**src/rtl/fpc_regs.svh**
```systemverilog
// register offsets, field positions, reset values and timing counts of the flash program control
`ifndef FPC_REGS_SVH
`define FPC_REGS_SVH

// special function register offsets
`define FPC_FCTRL_ADDR 8'hD1
`define FPC_FSTAT_ADDR 8'hD3

// flash_control fields
`define FPC_KEY_MSB 7
`define FPC_KEY_LSB 4
`define FPC_MAP_BIT 3
`define FPC_SPACE_MSB 2
`define FPC_SPACE_LSB 1
`define FPC_BUSY_BIT 0
`define FPC_FCTRL_RST 8'h00

// flash_status fields
`define FPC_SEQUENCE_ERROR_FLAG_BIT 1
`define FPC_LOADED_BIT 0
`define FPC_FSTAT_RST 8'h00

// launch key nibbles, first and second write
`define FPC_KEY_ARM 4'h5
`define FPC_KEY_GO 4'hA

// config_fuse_byte fields
`define FPC_X2_BIT 7
`define FPC_BLJ_BIT 6
`define FPC_LOCK_MSB 2
`define FPC_LOCK_LSB 0
`define FPC_LOCK_OPEN 3'h7
`define FPC_FUSE_SW_MASK 8'hF0
`define FPC_FULL_MASK 8'hFF

// start addresses and windows
`define FPC_USER_START 16'h0000
`define FPC_BOOT_START 16'hF800
`define FPC_EXTRA_PAGE_BASE 16'hFF80
`define FPC_FUSE_ADDR 16'h0000

// page buffer size and sequencing counts in core clock cycles
`define FPC_PAGE_BYTES 128
`define FPC_START_DLY 1
`define FPC_PROG_CYCLES 1000

`endif

```
**src/rtl/fpc_pkg.sv**
```systemverilog
// types shared by the flash program control block
package fpc_pkg;

    // where the instruction being executed was fetched from
    typedef enum logic [1:0] {
        FPC_RG_USER = 2'h0,
        FPC_RG_BOOT = 2'h1,
        FPC_RG_EXT = 2'h2
    } fpc_region_t;

    // space_select encoding
    typedef enum logic [1:0] {
        FPC_SP_USER = 2'h0,
        FPC_SP_EXTRA_PAGE = 2'h1,
        FPC_SP_FUSE = 2'h2,
        FPC_SP_RESET = 2'h3
    } fpc_space_t;

    // array reached by a code-space read
    typedef enum logic [1:0] {
        FPC_TG_USER = 2'h0,
        FPC_TG_EXTRA_PAGE = 2'h1,
        FPC_TG_FUSE = 2'h2,
        FPC_TG_BOOT = 2'h3
    } fpc_target_t;

    // launch sequencer, gray along idle-armed-start-busy
    typedef enum logic [1:0] {
        FPC_ST_IDLE = 2'h0,
        FPC_ST_ARMED = 2'h1,
        FPC_ST_START = 2'h3,
        FPC_ST_BUSY = 2'h2
    } fpc_state_t;

    // external data store from the core
    typedef struct packed {
        logic valid;
        logic [15:0] addr;
        logic [7:0] data;
    } fpc_store_t;

    // programming job handed to the flash array
    typedef struct packed {
        fpc_space_t space;
        logic [8:0] page;
        logic [7:0] mask;
    } fpc_prog_t;

endpackage : fpc_pkg

```
**src/rtl/fpc_top.sv**
```systemverilog
// flash program control: launch key, page buffer staging, flags, fuse-derived boot setup
`timescale 1ns/1ps
`include "fpc_regs.svh"

// Notes on behaviour
// - double_speed_fuse at 0 starts six-clock mode; at 1 standard mode.
// - boot_jump_fuse 1 clears boot map, start 0000h; 0 sets it, start F800h.
// - software never alters lock_fuse_bits; only the parallel programmer does.
// - a 128-byte page buffer stages every program of array, extra page, fuse.
// - page buffer is write-only to software.
// - programming launches count only when code runs from the boot array.
// - boot array never loaded or programmed; readable only by its own code.
// - external code reads user array per lock bits, never loads or programs.
// - key 5X then AX in flash_control launches the space_select operation.
// - latch_map_select routes data stores into the page buffer.
// - program_busy_flag set by hardware while programming; software cannot change it.
// - bad sequence sets error flag; software clears; good sequence clears.
// - loaded flag sets on first buffered byte, clears on successful launch.
// - store address bits 6-0 pick the byte, bits 15-7 the page.
// - latch_map_select overrides external_xdata_select.
// - space_select picks user, extra page, fuse byte or buffer reset.
// - with flash_control clear the user array is read-only via code reads.
// - programming starts the second cycle after the key pair.
// - 5X not followed by AX, or write with empty buffer, is an error.
// - only loaded bytes are programmed, at the last loaded page address.
// - stores to the buffer are ignored while programming runs.
module fpc_top #(
    parameter int PROG_CYCLES = `FPC_PROG_CYCLES,
    parameter int PAGE_BYTES = `FPC_PAGE_BYTES
) (
    input wire logic core_clk,
    input wire logic reset_n,
    input wire logic sfr_wr,
    input wire logic sfr_rd,
    input wire logic [7:0] sfr_addr,
    input wire logic [7:0] sfr_wdata,
    output logic [7:0] sfr_rdata_reg,
    input wire fpc_pkg::fpc_region_t exec_region,
    input wire logic other_instr,
    input wire fpc_pkg::fpc_store_t xstore,
    input wire logic external_xdata_select,
    output fpc_pkg::fpc_store_t xram_store_reg,
    output logic xram_ext_reg,
    input wire logic code_rd,
    input wire logic [15:0] code_addr,
    output logic code_rd_ok_reg,
    output fpc_pkg::fpc_target_t code_target_reg,
    input wire logic [7:0] fuse_cells,
    output logic x2_mode_reg,
    output logic boot_flash_map_reg,
    output logic [15:0] start_addr_reg,
    output logic cfg_valid_reg,
    output logic prog_busy_reg,
    output fpc_pkg::fpc_prog_t prog_reg,
    input wire logic [$clog2(PAGE_BYTES)-1:0] pb_rd_idx,
    output logic [7:0] pb_rd_data_reg,
    output logic pb_rd_loaded_reg
);
    localparam int AW = $clog2(PAGE_BYTES);
    localparam int CW = $clog2(PROG_CYCLES + 1);
    localparam logic [CW-1:0] START_LAST = CW'(`FPC_START_DLY - 1);
    localparam logic [CW-1:0] PROG_LAST = CW'(PROG_CYCLES - 1);

    // register hit decode, used by read and write paths
    function automatic logic hit(input logic [7:0] a, input logic [7:0] reg_addr);
        return a == reg_addr;
    endfunction : hit

    fpc_pkg::fpc_state_t state_reg, state_next;
    logic [CW-1:0] cnt_reg;
    logic [7:1] fctrl_reg;
    fpc_pkg::fpc_space_t armed_space_reg;
    logic sequence_error_flag_reg, loaded_reg;
    logic [8:0] page_reg;
    logic fctrl_wr, key_arm, key_go, pair_ok, launch_write, launch_clear, seq_bad;
    logic pb_wr, pb_clr, pb_any, in_prog, acc_ok;
    fpc_pkg::fpc_space_t new_space;
    fpc_pkg::fpc_target_t acc_target;

    // decode of flash_control writes and the launch key pair
    always_comb begin
        fctrl_wr = sfr_wr && hit(sfr_addr, `FPC_FCTRL_ADDR);
        new_space = fpc_pkg::fpc_space_t'(sfr_wdata[`FPC_SPACE_MSB:`FPC_SPACE_LSB]);
        key_arm = fctrl_wr && sfr_wdata[`FPC_KEY_MSB:`FPC_KEY_LSB] == `FPC_KEY_ARM;
        key_go = fctrl_wr && sfr_wdata[`FPC_KEY_MSB:`FPC_KEY_LSB] == `FPC_KEY_GO;
        // both writes must carry the same space selection
        pair_ok = state_reg == fpc_pkg::FPC_ST_ARMED && key_go && new_space == armed_space_reg;
        launch_write = pair_ok && new_space != fpc_pkg::FPC_SP_RESET
                       && exec_region == fpc_pkg::FPC_RG_BOOT && pb_any;
        launch_clear = pair_ok && new_space == fpc_pkg::FPC_SP_RESET
                       && exec_region == fpc_pkg::FPC_RG_BOOT;
        // interrupted pair, wrong second key, refused launch or stray go key
        seq_bad = (state_reg == fpc_pkg::FPC_ST_ARMED
                   && (other_instr || (fctrl_wr && !launch_write && !launch_clear)))
                  || (state_reg == fpc_pkg::FPC_ST_IDLE && key_go);
    end

    // launch sequencer: arm, one start cycle, then the busy window
    always_comb begin
        state_next = state_reg;
        case (state_reg)
            fpc_pkg::FPC_ST_IDLE: begin
                if (key_arm) begin
                    state_next = fpc_pkg::FPC_ST_ARMED;
                end
            end
            fpc_pkg::FPC_ST_ARMED: begin
                if (launch_write) begin
                    state_next = fpc_pkg::FPC_ST_START;
                end else if (key_arm) begin
                    state_next = fpc_pkg::FPC_ST_ARMED;
                end else if (other_instr || fctrl_wr) begin
                    state_next = fpc_pkg::FPC_ST_IDLE;
                end
            end
            fpc_pkg::FPC_ST_START: begin
                if (cnt_reg == START_LAST) begin
                    state_next = fpc_pkg::FPC_ST_BUSY;
                end
            end
            fpc_pkg::FPC_ST_BUSY: begin
                if (cnt_reg == PROG_LAST) begin
                    state_next = fpc_pkg::FPC_ST_IDLE;
                end
            end
            default: state_next = fpc_pkg::FPC_ST_IDLE;
        endcase
    end

    // state, cycle counter and armed space
    always_ff @(posedge core_clk) begin
        if (!reset_n) begin
            state_reg <= fpc_pkg::FPC_ST_IDLE;
            cnt_reg <= '0;
            armed_space_reg <= fpc_pkg::FPC_SP_USER;
        end else begin
            state_reg <= state_next;
            cnt_reg <= (state_next != state_reg) ? '0 : cnt_reg + CW'(1);
            if (key_arm && (state_reg == fpc_pkg::FPC_ST_IDLE || state_reg == fpc_pkg::FPC_ST_ARMED)) begin
                armed_space_reg <= new_space;
            end
        end
    end

    // busy flag follows the sequencer; software has no write path to it
    always_ff @(posedge core_clk) begin
        if (!reset_n) begin
            prog_busy_reg <= 1'b0;
        end else begin
            prog_busy_reg <= state_next == fpc_pkg::FPC_ST_BUSY;
        end
    end

    // flash_control: key, map and space bits are plain storage
    always_ff @(posedge core_clk) begin
        if (!reset_n) begin
            fctrl_reg <= 7'(`FPC_FCTRL_RST >> 1);
        end else if (fctrl_wr) begin
            fctrl_reg <= sfr_wdata[7:1];
        end
    end

    // sequence error: set wins over any clear in the same cycle
    always_ff @(posedge core_clk) begin
        if (!reset_n) begin
            sequence_error_flag_reg <= 1'b0;
        end else if (seq_bad) begin
            sequence_error_flag_reg <= 1'b1;
        end else if (launch_write || launch_clear) begin
            sequence_error_flag_reg <= 1'b0;
        end else if (sfr_wr && hit(sfr_addr, `FPC_FSTAT_ADDR) && !sfr_wdata[`FPC_SEQUENCE_ERROR_FLAG_BIT]) begin
            sequence_error_flag_reg <= 1'b0;
        end
    end

    // buffer stores: map bit beats the xdata select; external code and busy are shut out
    always_comb begin
        in_prog = state_reg == fpc_pkg::FPC_ST_START || state_reg == fpc_pkg::FPC_ST_BUSY;
        pb_wr = xstore.valid && fctrl_reg[`FPC_MAP_BIT] && exec_region != fpc_pkg::FPC_RG_EXT
                && !in_prog;
        // automatic clear once a write has finished, or on request
        pb_clr = launch_clear || (state_reg == fpc_pkg::FPC_ST_BUSY && cnt_reg == PROG_LAST);
    end

    // loaded flag and last page address
    always_ff @(posedge core_clk) begin
        if (!reset_n) begin
            loaded_reg <= 1'b0;
            page_reg <= 9'h000;
        end else begin
            if (pb_wr) begin
                loaded_reg <= 1'b1;
                page_reg <= xstore.addr[15:7];
            end else if (launch_write || launch_clear) begin
                loaded_reg <= 1'b0;
            end
        end
    end

    // ordinary data stores pass to external data memory only when not mapped
    always_ff @(posedge core_clk) begin
        if (!reset_n) begin
            xram_store_reg <= '0;
            xram_ext_reg <= 1'b0;
        end else begin
            xram_store_reg <= xstore;
            xram_store_reg.valid <= xstore.valid && !fctrl_reg[`FPC_MAP_BIT];
            xram_ext_reg <= external_xdata_select;
        end
    end

    // job latched at launch; fuse writes carry a mask that spares the lock bits
    always_ff @(posedge core_clk) begin
        if (!reset_n) begin
            prog_reg <= '0;
        end else if (launch_write) begin
            prog_reg.space <= new_space;
            prog_reg.page <= page_reg;
            prog_reg.mask <= (new_space == fpc_pkg::FPC_SP_FUSE) ? `FPC_FUSE_SW_MASK : `FPC_FULL_MASK;
        end
    end

    // register reads; buffer contents have no address here
    always_ff @(posedge core_clk) begin
        if (!reset_n) begin
            sfr_rdata_reg <= 8'h00;
        end else if (sfr_rd && hit(sfr_addr, `FPC_FCTRL_ADDR)) begin
            sfr_rdata_reg <= {fctrl_reg, prog_busy_reg};
        end else if (sfr_rd && hit(sfr_addr, `FPC_FSTAT_ADDR)) begin
            sfr_rdata_reg <= {6'h00, sequence_error_flag_reg, loaded_reg};
        end else begin
            sfr_rdata_reg <= 8'h00;
        end
    end

    // boot setup is taken from the fuse cells at the first edge after reset release
    always_ff @(posedge core_clk) begin
        if (!reset_n) begin
            cfg_valid_reg <= 1'b0;
            x2_mode_reg <= 1'b0;
            boot_flash_map_reg <= 1'b0;
            start_addr_reg <= `FPC_USER_START;
        end else if (!cfg_valid_reg) begin
            cfg_valid_reg <= 1'b1;
            x2_mode_reg <= !fuse_cells[`FPC_X2_BIT];
            boot_flash_map_reg <= !fuse_cells[`FPC_BLJ_BIT];
            start_addr_reg <= fuse_cells[`FPC_BLJ_BIT] ? `FPC_USER_START : `FPC_BOOT_START;
        end
    end

    fpc_page_buffer #(
        .DEPTH(PAGE_BYTES),
        .AW(AW)
    ) u_buf (
        .core_clk(core_clk),
        .reset_n(reset_n),
        .wr_en(pb_wr),
        .wr_idx(xstore.addr[AW-1:0]),
        .wr_data(xstore.data),
        .clr(pb_clr),
        .rd_idx(pb_rd_idx),
        .rd_data_reg(pb_rd_data_reg),
        .rd_loaded_reg(pb_rd_loaded_reg),
        .any_loaded(pb_any)
    );

    fpc_access_check u_acc (
        .addr(code_addr),
        .region(exec_region),
        .space(fpc_pkg::fpc_space_t'(fctrl_reg[`FPC_SPACE_MSB:`FPC_SPACE_LSB])),
        .boot_map(boot_flash_map_reg),
        .lock_bits(fuse_cells[`FPC_LOCK_MSB:`FPC_LOCK_LSB]),
        .ok(acc_ok),
        .target(acc_target)
    );

    // code read answer, one cycle after the request
    always_ff @(posedge core_clk) begin
        if (!reset_n) begin
            code_rd_ok_reg <= 1'b0;
            code_target_reg <= fpc_pkg::FPC_TG_USER;
        end else begin
            code_rd_ok_reg <= code_rd && acc_ok;
            code_target_reg <= acc_target;
        end
    end

    // helper: length of the current busy window
    logic [CW:0] busy_len_q;
    always_ff @(posedge core_clk) begin
        if (!reset_n) begin
            busy_len_q <= '0;
        end else begin
            busy_len_q <= prog_busy_reg ? busy_len_q + (CW+1)'(1) : '0;
        end
    end
endmodule : fpc_top

```
**src/rtl/fpc_page_buffer.sv**
```systemverilog
// write-only page buffer with per-byte loaded marks
`timescale 1ns/1ps
`include "fpc_regs.svh"
module fpc_page_buffer #(
    parameter int DEPTH = `FPC_PAGE_BYTES,
    parameter int AW = $clog2(DEPTH)
) (
    input wire logic core_clk,
    input wire logic reset_n,
    input wire logic wr_en,
    input wire logic [AW-1:0] wr_idx,
    input wire logic [7:0] wr_data,
    input wire logic clr,
    input wire logic [AW-1:0] rd_idx,
    output logic [7:0] rd_data_reg,
    output logic rd_loaded_reg,
    output logic any_loaded
);
    logic [7:0] mem [DEPTH];
    logic [DEPTH-1:0] loaded_reg;

    // storage has no reset; the loaded marks say which bytes mean anything
    always_ff @(posedge core_clk) begin
        if (wr_en) begin
            mem[wr_idx] <= wr_data;
        end
    end

    // a store in the clearing cycle survives so no byte is silently lost
    always_ff @(posedge core_clk) begin
        if (!reset_n) begin
            loaded_reg <= '0;
        end else begin
            for (int i = 0; i < DEPTH; i++) begin
                if (wr_en && wr_idx == AW'(i)) begin
                    loaded_reg[i] <= 1'b1;
                end else if (clr) begin
                    loaded_reg[i] <= 1'b0;
                end
            end
        end
    end

    // only the flash array reads back; no software path exists
    always_ff @(posedge core_clk) begin
        if (!reset_n) begin
            rd_data_reg <= 8'h00;
            rd_loaded_reg <= 1'b0;
        end else begin
            rd_data_reg <= mem[rd_idx];
            rd_loaded_reg <= loaded_reg[rd_idx];
        end
    end

    assign any_loaded = |loaded_reg;
endmodule : fpc_page_buffer

```
**src/rtl/fpc_access_check.sv**
```systemverilog
// code-space read permission and target decode
`timescale 1ns/1ps
`include "fpc_regs.svh"
module fpc_access_check (
    input wire logic [15:0] addr,
    input wire fpc_pkg::fpc_region_t region,
    input wire fpc_pkg::fpc_space_t space,
    input wire logic boot_map,
    input wire logic [2:0] lock_bits,
    output logic ok,
    output fpc_pkg::fpc_target_t target
);
    // decide target and permission for one code read
    function automatic logic [2:0] decide(input logic [15:0] a, input fpc_pkg::fpc_region_t rg,
                                          input fpc_pkg::fpc_space_t sp, input logic bm,
                                          input logic [2:0] lk);
        logic user_ok;
        user_ok = (rg != fpc_pkg::FPC_RG_EXT) || (lk == `FPC_LOCK_OPEN);
        if (bm && sp == fpc_pkg::FPC_SP_USER && a >= `FPC_BOOT_START) begin
            // boot flash overlays the user space only, so extra page and fuse reads stay reachable
            return {rg == fpc_pkg::FPC_RG_BOOT, fpc_pkg::FPC_TG_BOOT};
        end
        case (sp)
            fpc_pkg::FPC_SP_USER: return {user_ok, fpc_pkg::FPC_TG_USER};
            fpc_pkg::FPC_SP_EXTRA_PAGE: return {user_ok && a >= `FPC_EXTRA_PAGE_BASE, fpc_pkg::FPC_TG_EXTRA_PAGE};
            fpc_pkg::FPC_SP_FUSE: return {user_ok && a == `FPC_FUSE_ADDR, fpc_pkg::FPC_TG_FUSE};
            default: return {1'b0, fpc_pkg::FPC_TG_USER};
        endcase
    endfunction : decide

    logic [2:0] res;

    // external code reads of the user array follow the lock bits
    always_comb begin
        res = decide(addr, region, space, boot_map, lock_bits);
        ok = res[2];
        target = fpc_pkg::fpc_target_t'(res[1:0]);
    end
endmodule : fpc_access_check

```
**config.mk**
```make
export PLATFORM = sky130hd
export DESIGN_NAME = fpc_top
export DESIGN_NICKNAME = d
export VERILOG_FILES = /design/src/rtl/fpc_pkg.sv /design/src/rtl/fpc_top.sv /design/src/rtl/fpc_page_buffer.sv /design/src/rtl/fpc_access_check.sv
export VERILOG_INCLUDE_DIRS = /design/src /design/src/rtl
export SDC_FILE = /design/constraint.sdc
export NUM_CORES = 1
export LEC_CHECK = 0
export BUFFER_PORTS_ARGS = -buffer_cell sky130_fd_sc_hd__buf_2
export CAP_MARGIN = 0
export CORE_MARGIN = 3
export CORE_UTILIZATION = 51
export CTS_CLUSTER_DIAMETER = 120
export CTS_CLUSTER_SIZE = 16
export DETAILED_ROUTE_END_ITERATION = 8
export GPL_TIMING_DRIVEN = 0
export PLACE_DENSITY = 0.68
export SYNTH_ARGS = -nofsm -noshare
export SYNTH_HDL_FRONTEND = slang
export SYNTH_SLANG_ARGS = --single-unit
```
**constraint.sdc**
```tcl
create_clock -name core_clk -period 5.5 [get_ports core_clk]
set_input_delay 0.55 -clock core_clk [delete_from_list [all_inputs] [get_ports core_clk]]
set_output_delay 0.55 -clock core_clk [all_outputs]
set_load 0.1 [all_outputs]
```
==> results_dict.tcl, run 1 <==
set metrics [dict create \
    fin_nets 3298 \
    port-buffer-count 141 \
    endpoint "u_buf.mem[119][7]" \
    r2r-start "state_reg[1]" \
    period_needed_ns 4.161 \
    antenna_cells 0 \
    power_switching_mw 3.937 \
    cts_resized 0 \
    final_common_cell "edfxtp_1" \
    clock_skew_ns 0.03574 \
    synth_cells 2966 \
    die_h_um 316.4 \
    dp_hpwl_mm 100.1 \
    worstPathArrival_ns 4.43 \
    fill_cells 7351 \
    grt_pass1_wl_mm 203.5 \
    pre_cts_ws_ns 1.315 \
    clock_latency_ns 0.68 \
    hold_viol 0 \
    layout-drive-gt1-share 0.1719 \
    min_path_type "input port to register" \
    ir_drop_uv 211.0 \
    synth_async_sr_flop_share 0 \
    ctsHtreeMaxLevel 3 \
    yosysUniqueCellTypes 64 \
    synth-main-ff-cell "edfxtp_1" \
    tightestPinTransition_ns 1.377 \
    start_kind "register" \
    num_vias 29080 \
    intPower_mw 13.58 \
    drc 0 \
    finalWirelength_mm 143.8 \
    place_inst 4390 \
    grt-ovfl-total 0 \
    status "finished clean" \
    seqPwrFrac 0.583 \
    largest_register_ffs 1024 \
    reg2reg_slack_ns 1.34 \
    rsz0062_at_grt "no" \
    seq_area_frac_synth 0.7167 \
    cts_sinks 1247 \
    initialDrtViolationCount 4234 \
    crit_type "register to register" \
    wl_per_cell_um 31.63 \
    powerDensity_mw_per_mm2 323.1 \
    final_cell_mix "1,024 x edfxtp_1, 223 x dfxtp_1, 205 x mux4_2" \
    combPwrFrac 0.066 \
    worstReg2RegEnd "u_buf.mem[119][7]" \
    clockRootBuffer "clkbuf_16" \
    syn_to_final_growth_pct 10.34 \
    pwr-share-clk 0.351 \
    die_area_sq_mm 0.1001 \
    fin_cells 4546 \
    netlist_area_sq_mm 0.04913 \
    path_max_fanout 9 \
    cts_tree "yes" \
    r2r_cells 5 \
    pin_count 166 \
    setup_viol 0 \
    firstDrtPassIters 6 \
    rows 113 \
    ys.warnings.count 0 \
    start_util 0.5156 \
    syn_area_per_cell_sq_um 16.57 \
    post-cts-setup-buffer-count 0 \
    routed_via_density 6.397 \
    cts_hold_buf 1 \
    max-slew-margin-rel 0.07474 \
    crit_start "state_reg[1]" \
    end_kind "register" \
    ant_nets 0 \
    post-route-period-util 0.7565 \
    grt_max_degree 95 \
    grt_pass1_vias 28460 \
    clk_pin_slew_ns 0.07 \
    final_util 0.5689 \
    fmaxAchievable_mhz 240.3 \
    cts_buffers 87 \
    required_ns 5.77 \
    fin_setup_tns_ns 0 \
    maxSlewViolCount 0 \
    grt_use_total 0.2873 \
    ys_ff_latch 1247 \
    core_area_sq_mm 0.09529 \
    p_leak_nw 17.66 \
    die_w_um 316.4 \
    max-cap-violations 0 \
    clk_path_buf_depth 3 \
    antenna_found_initial 3 \
    holdWs_ns 0.08833 \
    switching_share 0.2248 \
    synth_edf_count 1024 \
    gp_congestion 1.008 \
    setup_ws_ns 1.339 \
]
worst min path at each step:
| stage | startpoint | to | slack [ns] | cells after the start |
|---|---|---|---|---|
| after global placement | cnt_reg[0] | cnt_reg[0] | 0.44 | 1 |
| after detailed placement | fctrl_reg[5] | sfr_rdata_reg[5] | 0.45 | 1 |
| final | external_xdata_select | xram_ext_reg | 0.09 | 2 |
| after floorplan | fctrl_reg[3] | xram_store_reg[24] | 0.42 | 1 |
| after CTS | xstore[16] | xram_store_reg[16] | 0.06 | 2 |
| after global routing | external_xdata_select | xram_ext_reg | 0.09 | 2 |
cell type report:
| type | instances | area, sq um | area share |
|---|---|---|---|
| sequential | 1247 | 35210 | 0.6495 |
| multi-input combinational | 1522 | 12930 | 0.2385 |
| buffer | 198 | 989.7 | 0.01826 |
| clock inverter | 3 | 41.29 | 0.0007616 |
| clock buffer | 152 | 2464 | 0.04544 |
| tap | 1265 | 1583 | 0.02920 |
| inverter | 9 | 33.78 | 0.0006231 |
| timing repair buffer | 150 | 955.9 | 0.01763 |
cell families (layout without fill, tap and decap cells):
kind of cell,Yosys count,after routing,share of synthesized area
buffers and inverters,207,512,0.02083
other,1,11,0.00007632
AO/OA/AOI/OAI,323,323,0.04182
XOR/XNOR,10,10,0.001783
adder cells (fa/ha/maj),2,2,0.0005092
flip-flops,1247,1247,0.7167
AND/OR/NAND/NOR,773,773,0.08353
multiplexers,403,403,0.1347
cell usage after synthesis, types with 17 or more instances:
master	number	area share
a31oi_1	25	0.0032
and2_1	44	0.0056
dfxtp_1	223	0.091
buf_2	40	0.0041
nor4_1	42	0.0053
buf_1	18	0.0014
o22ai_1	25	0.0032
nand3_1	99	0.010
mux2_2	17	0.0039
mux4_2	205	0.094
a22oi_1	35	0.0053
nand2_1	82	0.0063
buf_4	36	0.0055
mux2i_1	181	0.037
a211oi_1	27	0.0041
nor2_1	192	0.015
clkbuf_1	95	0.0073
and3_1	20	0.0025
a21oi_1	143	0.015
edfxtp_1	1024	0.63
nor2b_1	198	0.025
nand4_1	37	0.0047
power groups by stage:
stage	Combinational, mW	Sequential (mW)	Clock [mW]
CTS	1.15	10.2	6.21
floorplan	0.516	10.6	0
detailed placement	1.14	10.4	0
global placement	1.10	10.4	0
global route	1.20	10.2	6.56
finish	1.16	10.2	6.14
routing by layer:
metal	vias to the layer above	routed length, um	global-route usage
met4	2	5872	0.1082
met5	-	8	0
li1	12020	-	-
met2	1904	66280	0.4466
met1	14840	56100	0.4036
met3	307	15510	0.06058
worst max-delay path, stage by stage, from the launching register on:
cell and delay (ns):
dfxtp_1 0.30, clkbuf_1 0.22, nand3b_1 0.32, nor4b_1 0.80
nand3_1 0.94, nor2_1 1.18
through the flow:
step	total power [mW]	cell area, sq um
after global placement	11.54	51460
after global routing	17.97	54210
after floorplan	11.08	49170
after CTS	17.57	54210
after detailed placement	11.57	51700
final	17.52	54210
Note: power is estimated with default switching activity, not from simulation.
==> run 2: changes to the inputs <==
clock period = 3.9 ns   (was 5.5 ns; I/O delays follow)
==> results_dict.tcl, run 2 (synthesis gave the netlist of run 1 again) <==
set metrics [dict create \
    start_util 0.5156 \
    rsz0062_at_grt "yes" \
    slowest_stage "nor2_1" \
    ant_nets 0 \
    fin_setup_tns_ns -5.514 \
    worstPathArrival_ns 4.33 \
    die_area_sq_mm 0.1001 \
    ir_drop_uv 298.4 \
    max-cap-violations 0 \
    largest_register_ffs 1024 \
    final_common_cell "edfxtp_1" \
    ctsHtreeMaxLevel 3 \
    crit_type "register to register" \
    fin_nets 3311 \
    finalWirelength_mm 143.9 \
    cts_sinks 1247 \
    port-buffer-count 141 \
    antenna_cells 0 \
    pin_count 166 \
    cp_num_buf_inv 1 \
    holdWs_ns 0.02748 \
    fmaxAchievable_mhz 246.5 \
    dpl_cell_area_sq_mm 0.05170 \
    maxSlewViolCount 0 \
    final_cell_mix "1,024 x edfxtp_1, 223 x dfxtp_1, 205 x mux4_2" \
    tightestPinTransition_ns 1.362 \
    min_path_type "input port to register" \
    worst_path_largest_cell_delay_ns 1.09 \
    initialDrtViolationCount 4267 \
    clockRootBuffer "clkbuf_16" \
    grt_pass1_vias 28510 \
    routed_via_density 6.395 \
    layout-drive-gt1-share 0.1812 \
    clock_skew_ns 0.03321 \
    path_delay_family "simple AND/OR/NAND/NOR gates" \
    gp_congestion 1.008 \
    final_util 0.5711 \
    firstDrtPassIters 7 \
    fin_cells 4559 \
    crit_chain "clkbuf_1 > nand3b_1 > nor4b_1 > nand3_1 > nor2_1" \
    grt-ovfl-total 0 \
    post-route-period-util 1.040 \
    grt_max_degree 95 \
    required_ns 4.18 \
    violations "negative setup slack" \
    setup_viol 60 \
    die_h_um 316.4 \
    clk_pin_slew_ns 0.07 \
    p_leak_nw 17.71 \
    end_kind "register" \
    antenna_found_initial 3 \
    hold_viol 0 \
    cts_buffers 87 \
    design_area_sq_mm 0.05443 \
    status "finished, violations left" \
    num_vias 29150 \
    path_max_fanout 9 \
    powerDensity_mw_per_mm2 454.5 \
    die_w_um 316.4 \
    cts_tree "yes" \
    pre_cts_ws_ns -0.1248 \
    rows 113 \
    wl_per_cell_um 31.56 \
    start_kind "register" \
    clk_path_buf_depth 3 \
    place_inst 4390 \
    dp_hpwl_mm 100.1 \
    drc 0 \
    power.total_mw 24.74 \
    max-slew-margin-rel 0.08367 \
    clock_latency_ns 0.68 \
    period_needed_ns 4.056 \
    setup_ws_ns -0.1565 \
    grt_use_total 0.2875 \
    grt_pass1_wl_mm 203.6 \
    core_area_sq_mm 0.09529 \
    syn_to_final_growth_pct 10.77 \
]
## run 2: final timing paths
path           startpoint                to  slack, ns  depth (start not counted)
max          state_reg[1]  u_buf.mem[23][5]      -0.16                          5
min          sfr_wdata[3]      fctrl_reg[3]       0.03                          3
max reg2reg  state_reg[1]  u_buf.mem[23][5]      -0.16                          5
min reg2reg   page_reg[0]       page_reg[0]       0.47                          2
## run 2: layer usage
layer | vias to the layer above | GRT usage | share of wire
met4 | 2 | 0.1094 | 0.042
met5 | - | 0 | 0.000083
li1 | 12050 | - | -
met1 | 14870 | 0.4042 | 0.39
met3 | 309 | 0.05960 | 0.11
met2 | 1918 | 0.4466 | 0.46
## run 2: worst reg2reg max path: stages, from the launching register on
cell and delay, ns:
dfxtp_1 0.30, clkbuf_1 0.22, nand3b_1 0.33, nor4b_1 0.80, nand3_1 0.94, nor2_1 1.10
## run 2: what timing repair did
item | 4_1_cts | 5_1_grt
hold endpoints to repair | 24 | 0
resized for setup | 0 | 33
setup endpoints to repair | 0 | 270
hold buffers | 14 | 0
buffers inserted | 0 | 0
## run 2: final cells by class
class	count	area (sq um)
inverter	9	33.78
buffer	198	989.7
clock buffer	152	2464
sequential	1247	35210
multi-input combinational	1522	13020
timing repair buffer	163	1086
clock inverter	3	41.29
tap	1265	1583
fill	7334	40870
## run 2: report_power, final
part           switching [mW]  internal (mW)
clock                    4.39           4.29
sequential             0.0112           14.4
combinational            1.17          0.473
total                    5.58           19.2
